--- src/verilog/mcsc_pkg.sv ---
/*
 * constants shared by the motion compare and start configuration block:
 * register indices, field positions, reset values and status bit layout.
 * assumes a 32-bit apb with byte addresses equal to four times the index.
 */
package mcsc_pkg;

    // ==========================================================
    // register indices and byte addresses
    localparam logic [5:0]  IDX_REF_CFG    = 6'h01;
    localparam logic [5:0]  IDX_START_CFG  = 6'h02;
    localparam logic [5:0]  IDX_STATUS     = 6'h03;
    localparam logic [5:0]  IDX_MASK       = 6'h04;
    localparam logic [5:0]  IDX_LIVE       = 6'h05;
    localparam logic [7:0]  ADDR_REF_CFG   = {IDX_REF_CFG, 2'b00};
    localparam logic [7:0]  ADDR_START_CFG = {IDX_START_CFG, 2'b00};
    localparam logic [7:0]  ADDR_STATUS    = {IDX_STATUS, 2'b00};
    localparam logic [7:0]  ADDR_MASK      = {IDX_MASK, 2'b00};
    localparam logic [7:0]  ADDR_LIVE      = {IDX_LIVE, 2'b00};

    // ==========================================================
    // reset values
    localparam logic [31:0] REF_CFG_RST    = 32'h00000000;
    localparam logic [31:0] START_CFG_RST  = 32'h00000000;
    localparam logic [3:0]  STATUS_RST     = 4'h0;
    localparam logic [3:0]  MASK_RST       = 4'h0;

    // ==========================================================
    // reference_switch_config field positions
    localparam int GOAL_SEL_LSB    = 23;
    localparam int CMP_SRC_BIT     = 25;
    localparam int STALL_STOP_BIT  = 26;
    localparam int DRV_AFTER_BIT   = 27;
    localparam int CMP_OP_LSB      = 28;
    localparam int AUTO_COVER_BIT  = 30;
    localparam int ENC_WRAP_BIT    = 31;

    // ==========================================================
    // start_trigger_config field positions
    localparam int START_EN_LSB    = 0;
    localparam int SHADOW_BIT      = 4;
    localparam int TRIG_LSB        = 5;
    localparam int START_POL_BIT   = 9;

    // ==========================================================
    // status and mask bit positions
    localparam int ST_CMP_HIT      = 0;
    localparam int ST_STALL        = 1;
    localparam int ST_COVER        = 2;
    localparam int ST_START        = 3;

endpackage

--- src/verilog/mcsc_core.sv ---
/*
 * configuration and event logic for position compare, goal pin source,
 * stall stop, automatic cover datagrams, encoder wrap and start triggers,
 * with an apb register slave and a level interrupt.
 * assumes position, velocity and event inputs come from logic on ref_clk;
 * only the start pin input arrives from outside and is synchronised.
 */
// Our own choice: register access over APB.
`timescale 1ns/1ps

module mcsc_core (
    // clock and reset
    input  wire logic        ref_clk,
    input  wire logic        rst_n,
    // apb slave
    input  wire logic        psel,
    input  wire logic        penable,
    input  wire logic        pwrite,
    input  wire logic [7:0]  paddr,
    input  wire logic [31:0] pwdata,
    output logic             pready,
    output logic [31:0]      prdata,
    output logic             pslverr,
    // positions and comparator operands
    input  wire logic [31:0] actual_position,
    input  wire logic [31:0] encoder_raw,
    input  wire logic [31:0] wrap_range,
    input  wire logic [31:0] compare_value,
    input  wire logic [31:0] home_position,
    input  wire logic [31:0] latched_position,
    input  wire logic [31:0] encoder_latched,
    input  wire logic [31:0] revolution_counter,
    output logic [31:0]      encoder_position,
    output logic             comparator_hit_flag,
    output logic             comparator_hit_event,
    // ramp flags and events
    input  wire logic        goal_flag,
    input  wire logic        velocity_flag,
    input  wire logic        encoder_fail_flag,
    input  wire logic        goal_event,
    input  wire logic        velocity_event,
    output logic             goal_pin,
    // stall handling
    input  wire logic        stall_event,
    output logic             spi_hard_stop,
    output logic             step_hard_stop,
    output logic             motion_enable,
    // automatic cover datagrams
    input  wire logic [31:0] actual_velocity,
    input  wire logic [31:0] datagram_switch_velocity,
    output logic             cover_request,
    // start configuration
    output logic [3:0]       change_needs_start,
    output logic             shadow_enable,
    output logic             timing_enable,
    output logic             start_trigger,
    // start pin
    input  wire logic        start_pin_in,
    output logic             start_pin_out,
    output logic             start_pin_oe_n,
    // interrupt
    output logic             irq
);

    // ==========================================================
    // state
    typedef struct packed {
        logic [31:0] ref_cfg;
        logic [31:0] start_cfg;
        logic [3:0]  status;
        logic [3:0]  mask;
        logic [31:0] rdata;
        logic [31:0] enc_pos;
        logic        stall_active;
        logic        cmp_flag;
        logic        cmp_event;
        logic        cover_zone;
        logic        cover_req;
        logic        start_meta;
        logic        start_sync;
        logic        start_prev;
        logic        start_pulse;
        logic        pin_out;
        logic        goal_out;
        logic        hard_stop;
    } mcsc_state_s;

    mcsc_state_s s;
    mcsc_state_s next_s;

    // ==========================================================
    // helpers
    // true when the byte address hits a register of this block
    function automatic logic mcsc_mapped(input logic [7:0] a);
        mcsc_mapped = (a == mcsc_pkg::ADDR_REF_CFG) || (a == mcsc_pkg::ADDR_START_CFG) ||
                      (a == mcsc_pkg::ADDR_STATUS) || (a == mcsc_pkg::ADDR_MASK) ||
                      (a == mcsc_pkg::ADDR_LIVE);
    endfunction

    // magnitude of a signed 32-bit value
    function automatic logic [31:0] mcsc_abs(input logic [31:0] v);
        mcsc_abs = v[31] ? (~v + 32'h00000001) : v;
    endfunction

    // ==========================================================
    // combinational decode
    logic        wr_en;
    logic        rd_setup;
    logic [1:0]  goal_sel;
    logic [1:0]  cmp_op;
    logic [3:0]  trig;
    logic        start_pol;
    logic [31:0] cmp_pos;
    logic [31:0] cmp_operand;
    logic [33:0] raw_x;
    logic [33:0] rng_x;
    logic [33:0] wrap_x;
    logic        zone_now;
    logic        start_active;
    logic        ext_trig;
    logic        trig_any;
    logic [3:0]  clr_bits;
    logic [3:0]  set_bits;

    // apb handshake: zero wait states, error on unmapped address
    assign pready  = 1'b1;
    assign pslverr = psel & penable & ~mcsc_mapped(paddr);
    assign wr_en   = psel & penable & pwrite & mcsc_mapped(paddr);
    assign rd_setup = psel & ~penable & ~pwrite;

    // configuration fields
    assign goal_sel  = s.ref_cfg[mcsc_pkg::GOAL_SEL_LSB +: 2];
    assign cmp_op    = s.ref_cfg[mcsc_pkg::CMP_OP_LSB +: 2];
    assign trig      = s.start_cfg[mcsc_pkg::TRIG_LSB +: 4];
    assign start_pol = s.start_cfg[mcsc_pkg::START_POL_BIT];

    // comparator position source
    assign cmp_pos = s.ref_cfg[mcsc_pkg::CMP_SRC_BIT] ? s.enc_pos : actual_position;

    // comparator operand
    always_comb begin
        case (cmp_op)
            2'h0:    cmp_operand = compare_value;
            2'h1:    cmp_operand = home_position;
            2'h2:    cmp_operand = s.ref_cfg[mcsc_pkg::CMP_SRC_BIT] ? encoder_latched : latched_position;
            2'h3:    cmp_operand = revolution_counter;
            default: cmp_operand = compare_value;
        endcase
    end

    // encoder wrap into minus range .. range minus one
    assign raw_x = {{2{encoder_raw[31]}}, encoder_raw};
    assign rng_x = {2'b00, wrap_range};
    always_comb begin
        if (!s.ref_cfg[mcsc_pkg::ENC_WRAP_BIT]) begin
            wrap_x = raw_x;
        end else if ($signed(raw_x) >= $signed(rng_x)) begin
            wrap_x = raw_x - (rng_x + rng_x);
        end else if ($signed(raw_x) < -$signed(rng_x)) begin
            wrap_x = raw_x + (rng_x + rng_x);
        end else begin
            wrap_x = raw_x;
        end
    end

    // velocity magnitude at or above the datagram switch velocity
    assign zone_now = mcsc_abs(actual_velocity) >= datagram_switch_velocity;

    // start pin active level and trigger sources
    assign start_active = start_pol ? s.start_sync : ~s.start_sync;
    assign ext_trig     = trig[0] & start_active & ~s.start_prev;
    assign trig_any     = (trig != 4'h0) & (ext_trig |
                          (trig[1] & goal_event) |
                          (trig[2] & velocity_event) |
                          (trig[3] & s.cmp_event));

    // ==========================================================
    // next state
    always_comb begin
        next_s = s;
        set_bits = 4'h0;
        clr_bits = 4'h0;

        // register writes take effect in the access phase
        if (wr_en && paddr == mcsc_pkg::ADDR_REF_CFG) begin
            next_s.ref_cfg = pwdata;
        end
        if (wr_en && paddr == mcsc_pkg::ADDR_START_CFG) begin
            next_s.start_cfg = pwdata;
        end
        if (wr_en && paddr == mcsc_pkg::ADDR_MASK) begin
            next_s.mask = pwdata[3:0];
        end
        if (wr_en && paddr == mcsc_pkg::ADDR_STATUS) begin
            clr_bits = pwdata[3:0];
        end

        // read data captured in the setup phase
        if (rd_setup) begin
            case (paddr)
                mcsc_pkg::ADDR_REF_CFG:   next_s.rdata = s.ref_cfg;
                mcsc_pkg::ADDR_START_CFG: next_s.rdata = s.start_cfg;
                mcsc_pkg::ADDR_STATUS:    next_s.rdata = {28'h0000000, s.status};
                mcsc_pkg::ADDR_MASK:      next_s.rdata = {28'h0000000, s.mask};
                mcsc_pkg::ADDR_LIVE:      next_s.rdata = {26'h0000000, s.pin_out, start_active,
                                                          s.cover_zone, s.stall_active,
                                                          s.cmp_flag, s.goal_out};
                default:                  next_s.rdata = 32'h00000000;
            endcase
        end

        // encoder position
        next_s.enc_pos = wrap_x[31:0];

        // comparator flag and its rising edge event
        next_s.cmp_flag  = (cmp_pos == cmp_operand);
        next_s.cmp_event = next_s.cmp_flag & ~s.cmp_flag;
        if (next_s.cmp_event) begin
            set_bits[mcsc_pkg::ST_CMP_HIT] = 1'b1;
        end

        // goal pin source
        case (goal_sel)
            2'h0:    next_s.goal_out = goal_flag;
            2'h1:    next_s.goal_out = velocity_flag;
            2'h2:    next_s.goal_out = encoder_fail_flag;
            2'h3:    next_s.goal_out = s.cmp_flag;
            default: next_s.goal_out = goal_flag;
        endcase

        // stall stop: pulse a hard stop and hold the stop state
        next_s.hard_stop = stall_event & s.ref_cfg[mcsc_pkg::STALL_STOP_BIT];
        if (next_s.hard_stop) begin
            set_bits[mcsc_pkg::ST_STALL] = 1'b1;
        end

        // cover datagram on each crossing of the switch velocity
        next_s.cover_zone = zone_now;
        next_s.cover_req  = s.ref_cfg[mcsc_pkg::AUTO_COVER_BIT] & (zone_now ^ s.cover_zone);
        if (next_s.cover_req) begin
            set_bits[mcsc_pkg::ST_COVER] = 1'b1;
        end

        // start pin synchroniser and trigger
        next_s.start_meta  = start_pin_in;
        next_s.start_sync  = s.start_meta;
        next_s.start_prev  = start_active;
        next_s.start_pulse = trig_any;
        next_s.pin_out     = start_pol ? trig_any : ~trig_any;
        if (trig_any) begin
            set_bits[mcsc_pkg::ST_START] = 1'b1;
        end

        // sticky status: a new event wins over a clear
        next_s.status = (s.status & ~clr_bits) | set_bits;

        // stop state ends when software clears its status bit
        if (next_s.hard_stop) begin
            next_s.stall_active = 1'b1;
        end else if (clr_bits[mcsc_pkg::ST_STALL]) begin
            next_s.stall_active = 1'b0;
        end
    end

    // ==========================================================
    // state register
    always_ff @(posedge ref_clk or negedge rst_n) begin
        if (!rst_n) begin
            s              <= '0;
            s.ref_cfg      <= mcsc_pkg::REF_CFG_RST;
            s.start_cfg    <= mcsc_pkg::START_CFG_RST;
            s.status       <= mcsc_pkg::STATUS_RST;
            s.mask         <= mcsc_pkg::MASK_RST;
            s.pin_out      <= 1'b1;
        end else begin
            s <= next_s;
        end
    end

    // ==========================================================
    // outputs
    assign prdata               = s.rdata;
    assign encoder_position     = s.enc_pos;
    assign comparator_hit_flag  = s.cmp_flag;
    assign comparator_hit_event = s.cmp_event;
    assign goal_pin             = s.goal_out;
    assign spi_hard_stop        = s.hard_stop;
    assign step_hard_stop       = s.hard_stop;
    assign cover_request        = s.cover_req;

    // motion blocked while stopped unless driving after a stall is allowed
    assign motion_enable = ~s.stall_active | s.ref_cfg[mcsc_pkg::DRV_AFTER_BIT];

    // parameter hold bits and shadow enable
    assign change_needs_start = s.start_cfg[mcsc_pkg::START_EN_LSB +: 4];
    assign shadow_enable      = s.start_cfg[mcsc_pkg::SHADOW_BIT];

    // timing features live only with some trigger selected
    assign timing_enable = (trig != 4'h0);
    assign start_trigger = s.start_pulse;

    // start pin drives only as output with a trigger source selected
    assign start_pin_out  = s.pin_out;
    assign start_pin_oe_n = ~((trig != 4'h0) & ~trig[0]);

    // level interrupt from unmasked sticky status
    assign irq = |(s.status & s.mask);

endmodule

--- config.mk ---
export PLATFORM = sky130hd
export DESIGN_NAME = mcsc_core
export DESIGN_NICKNAME = d
export VERILOG_FILES = /design/src/verilog/mcsc_pkg.sv /design/src/verilog/mcsc_core.sv
export SDC_FILE = /design/constraint.sdc
export NUM_CORES = 1
export LEC_CHECK = 0
export BUFFER_PORTS_ARGS = -buffer_cell sky130_fd_sc_hd__buf_2
export CORE_MARGIN = 1
export CORE_UTILIZATION = 47
export DETAILED_ROUTE_END_ITERATION = 6
export MAX_ROUTING_LAYER = met4
export PLACE_DENSITY = 0.77
export SYNTH_ARGS = -nofsm -noshare
export SYNTH_HDL_FRONTEND = slang
export SYNTH_SLANG_ARGS = --single-unit
--- constraint.sdc ---
create_clock -name ref_clk -period 3.9 [get_ports ref_clk]
set_clock_uncertainty 0.15 [all_clocks]
set_input_delay 1.17 -clock ref_clk [delete_from_list [all_inputs] [get_ports ref_clk]]
set_output_delay 1.17 -clock ref_clk [all_outputs]
set_load 0.005 [all_outputs]
; After elaboration in Yosys (flattened, before gate mapping)
; Index checks and enable logic that the tools add are counted.
[classes]
add_sub_neg = 5
magnitude_cmp = 3
n_eq_ne = 12
mux = 18
bitwise_logic = 36
reduce_logical = 13
[ops]
columns = cell, n
row1 = $mux 32, 6
row2 = $pmux 32 s5, 1
row3 = $pmux 32 s4, 1
row4 = $add 32x32->32, 2
row5 = $lt 32x34->1, 1
row6 = $neg 32->34, 1
row7 = $ge 32x33->1, 1
row8 = $add 32x1->32 const B, 1
row9 = $eq 32x32->1, 1
row10 = $ge 32x32->1, 1
row11 = $not 32->32, 1
row12 = $sub 32x32->32, 1
row13 = $and 1x1->1, 16
row14 = $eq 8x4->1 const B, 2
row15 = $eq 8x5->1 const B, 2
row16 = $not 1->1, 10
row17 = $and 4x4->4, 2
row18 = $eq 2x2->1 const B, 4
row19 = $eq 8x3->1 const B, 1
row20 = $mux 1, 8
row21 = $eq 2x1->1 const B, 2
row22 = $logic_and 1x1->1, 4
row23 = $logic_not 2->1, 2
row24 = $logic_or 1x1->1, 4
row25 = 9 further kinds, 12
[totals]
regBits = 148
input_bits = 372
wordCells = 105

; Depth between registers and ports, before layout
[logic_depth]
word_depth = 11
mapped_depth = 20

; Least setup slack after synthesis
; OpenSTA, ideal clock, no wires.
[synth_timing]
path_kind = input-to-reg
startpoint = input port actual_velocity[13]
endpoint = register s[82] in the netlist's numbering
arrival_ns = 5.148
required_time_ns = 3.632
slack_ns = -1.516
cell_stages = 18
path_cell_list = or4_4 > or4_1 > or2_4 > or4_4 > or3_4 > o31ai_1 > xnor2_1 > ha_1 > a21o_1 > a21o_1 > a21o_1 > a21o_1 > a21oi_1 > nor2_1 > a211oi_1 > nand3_1 > mux2i_1 > a21o_1
[synth_rtl]
columns = element, line_no
row1 = "start, declared", mcsc_core.sv:49  ; input wire logic [31:0] actual_velocity,
row2 = "end signal, assigned", mcsc_core.sv:276  ; s <= next_s;
row3 = "end, declared", mcsc_core.sv:88  ; mcsc_state_s s;

==> run summary <==
vias in the first global route: 15,400
Clock Path Buffers: 2
CTS tree: yes
initial core utilization: 47.8%
max-slew violations: 0
CP Data Required Time: 4.07 ns
P_leak: 0.0100 uW
max_slew headroom: 16.8%
Pre-antenna DRT Iters: 6
max-cap violations: 0
ANT nets after route: 0
layout cell share with drive strength beyond 1: 46.2%
syn_area_per_cell: 9.17 um2
Yosys warning count: 0
Cell Area, Synth: 14,700 um2
critical path fanouts, max: 3
final hold violations: 0
outcome: finished, violations left
fillers: 2,428
die area: 31,900 um2
largest net degree at the start of global routing: 77
post-synth top area cell: dfrtp_1
Core Region: 30,700 um2
fin nets: 2,811
post-route worst setup slack: -1.36 ns
grt met2 use: 57.8%
vias post-DR: 15,700
num rows: 64
most frequent cell after synthesis: ha_1
flops & latches, synth: 148
global route hottest layer: met2
syn_nets: 2,134
number of flops mapped to enable cells by yosys: 0
maximum vdd drop: 0.000314 V
Non-Filler Instances: 2,692
critical path type: input port to flip-flop
GR Overflow Total: 0
RSZ-0062 raised after global routing: true
I/O Buffers: 453
Placer Congestion: 1.04
clk sinks: 148
Final Core Density: 67.1%
first-pass GRT wire length: 83,900 um
post-route clock period utilization: 135%
grt met3 use: 5.98%
Netlist cell types: 75
Vias per Instance: 5.82
cell count after placement: 2,632
class of the worst hold path: flip-flop to flip-flop
Slew @ Worst Pin: 1.25 ns
Avg WL per Cell: 21.0 um
pwr/cell area: 272 nW/um2
Die X: 179 um
clock root buffer: clkbuf_16
cells after synthesis: 1,600
sequential share of the synthesized area: 25.3%
Area growth syn-to-layout: 40.2%
Synth area leaders: dfrtp_1 (25%), ha_1 (14%), mux2_2 (7.7%)
final critical-path required period: 5.26 ns
drt drc: 0
Synth top area share: 25.1%
gr usage total: 35.6%
fmax: 0.190 GHz
met1 usage: 44.4%
worst skew pair latency: 0.42 ns
Final Setup Violations: 34
Post-CTS Hold Fix Bufs: 0
number of DRC markers in iteration 0: 1,389
CTS Buf Count: 17
Post-DP HPWL: 45,900 um
CP Capture Type: flip-flop
Worst Path Arrival: 5.42 ns
drt total wl: 56,500 um
num ports: 455
Clock transition at path regs: 0.07 ns
Die Y: 179 um
violated checks: negative setup slack
H-tree depth: 4
fraction of registers with async set or reset after synthesis: 100%
Synth Flop Type: dfrtp_1
Worst Setup Start Kind: input port
Synth top cells by count: ha_1 (161), dfrtp_1 (147), a21oi_1 (116), nor2_1 (115), xnor2_1 (113)
initial antenna violation count: 6
[final cells by class]
type	count	area (um2)	share of cell area, %
tap	396	495	2.41
inverter	104	413	2.01
sequential	148	3710	18.0
multi-input combinational	1211	10300	50.0
clock buffer	17	425	2.07
clock inverter	15	185	0.900
antenna	6	15.0	0.0730
timing repair buffer	795	5040	24.5
[cells by family (layout without fill, tap and decap cells)]
kind of cell,after synthesis,after routing,share of synthesized area [%]
compound gates,390,390,18.0
xor+xnor,119,119,7.11
fa+ha+maj,162,162,13.9
buf+inv,244,931,8.08
flops,148,148,25.3
mux,173,173,15.5
other cells,1,7,0.0256
simple gates,363,366,12.2
[power breakdown]
part	internal [uW]	switching (uW)
combinational	1060	1070
sequential	1660	120
clock	923	765
total	3640	1960
[worst max-delay path, cell delays in order]
cell      delay [ns]
buf_6           0.09
or4_4           0.52
or4_4           0.43
or2_4           0.24
or4_4           0.43
or3_4           0.36
o31ai_4         0.19
xnor2_1         0.15
ha_1            0.28
a21o_1          0.19
a21o_1          0.17
a21o_1          0.17
a21o_1          0.17
a21oi_1         0.13
nor2_1          0.06
a211oi_2        0.18
nand3_2         0.15
mux2i_2         0.19
a21o_1          0.16
[state kept, by name, indices dropped and copies added, names as in the netlist, 2 cells and up]
signal	cells
goal_sel	2
encoder_position	32
prdata	32
s	67
change_needs_start	4
cmp_op	2
[final timing paths]
| check | startpoint | to | slack [ns] | cells past startpoint |
|---|---|---|---|---|
| min in group asynchronous | rst_n | s[95]$_DFFE_PN0P_ | 0.62 | 1 |
| min reg2reg | next_s[5]$_DFF_PN0_ | s[5]$_DFF_PN0_ | 0.25 | 0 |
| min | next_s[5]$_DFF_PN0_ | s[5]$_DFF_PN0_ | 0.25 | 0 |
| max | actual_velocity[13] | s[82]$_DFF_PN0_ | -1.36 | 19 |
| max in group asynchronous | rst_n | cmp_op[0]$_DFFE_PN0P_ | 2.14 | 2 |
| max reg2reg | s[141]$_DFFE_PN0P_ | s[80]$_DFF_PN0_ | 0.55 | 8 |
[metrics by stage]
stage | TNS [ns] | worst slack, ns | cell area, um2 | hold WS, ns | power (uW)
global route | -45.67 | -1.46 | 20600 | 0.239 | 5860
global placement | -48.74 | -1.67 | 19400 | 0.248 | 3710
floorplan | -32.81 | -1.46 | 14900 | 0.181 | 2880
finish | -39.70 | -1.36 | 20600 | 0.252 | 5600
CTS | -32.04 | -1.33 | 20400 | 0.249 | 5540
detailed placement | -51.77 | -1.80 | 19400 | 0.243 | 3770
[per-layer routing]
layer / wire length, um / vias up
met3: 4840 / 136
met1: 22900 / 7542
li1: - / 7182
met5: 0 / -
met2: 26500 / 820
met4: 2310 / 0
[cells in the final DEF (no fill, tap or decap), types with 10 or more instances in the layout]
cell type	instances
nand4_1	20
o221ai_2	11
mux4_2	33
nand2_1	68
a21oi_1	110
buf_2	446
o31ai_1	13
o21bai_1	16
dfrtp_1	144
a22o_1	10
mux2i_1	38
or3_1	10
clkbuf_16	17
nand2b_1	17
mux2_2	100
nand3_1	24
buf_4	316
nor2_1	112
nor4_1	20
buf_6	24
inv_1	100
nor3_1	21
a22oi_1	30
xnor2_1	113
a21o_1	25
o21ai_0	51
ha_1	161
a221o_1	11
[repair_timing]
item                       CTS  global route
pin swaps                   20            21
gates cloned                 3             1
setup endpoints to repair   34            34
resized for setup           59            26
setup buffers               11            10
(Power assumes the default switching activity.)
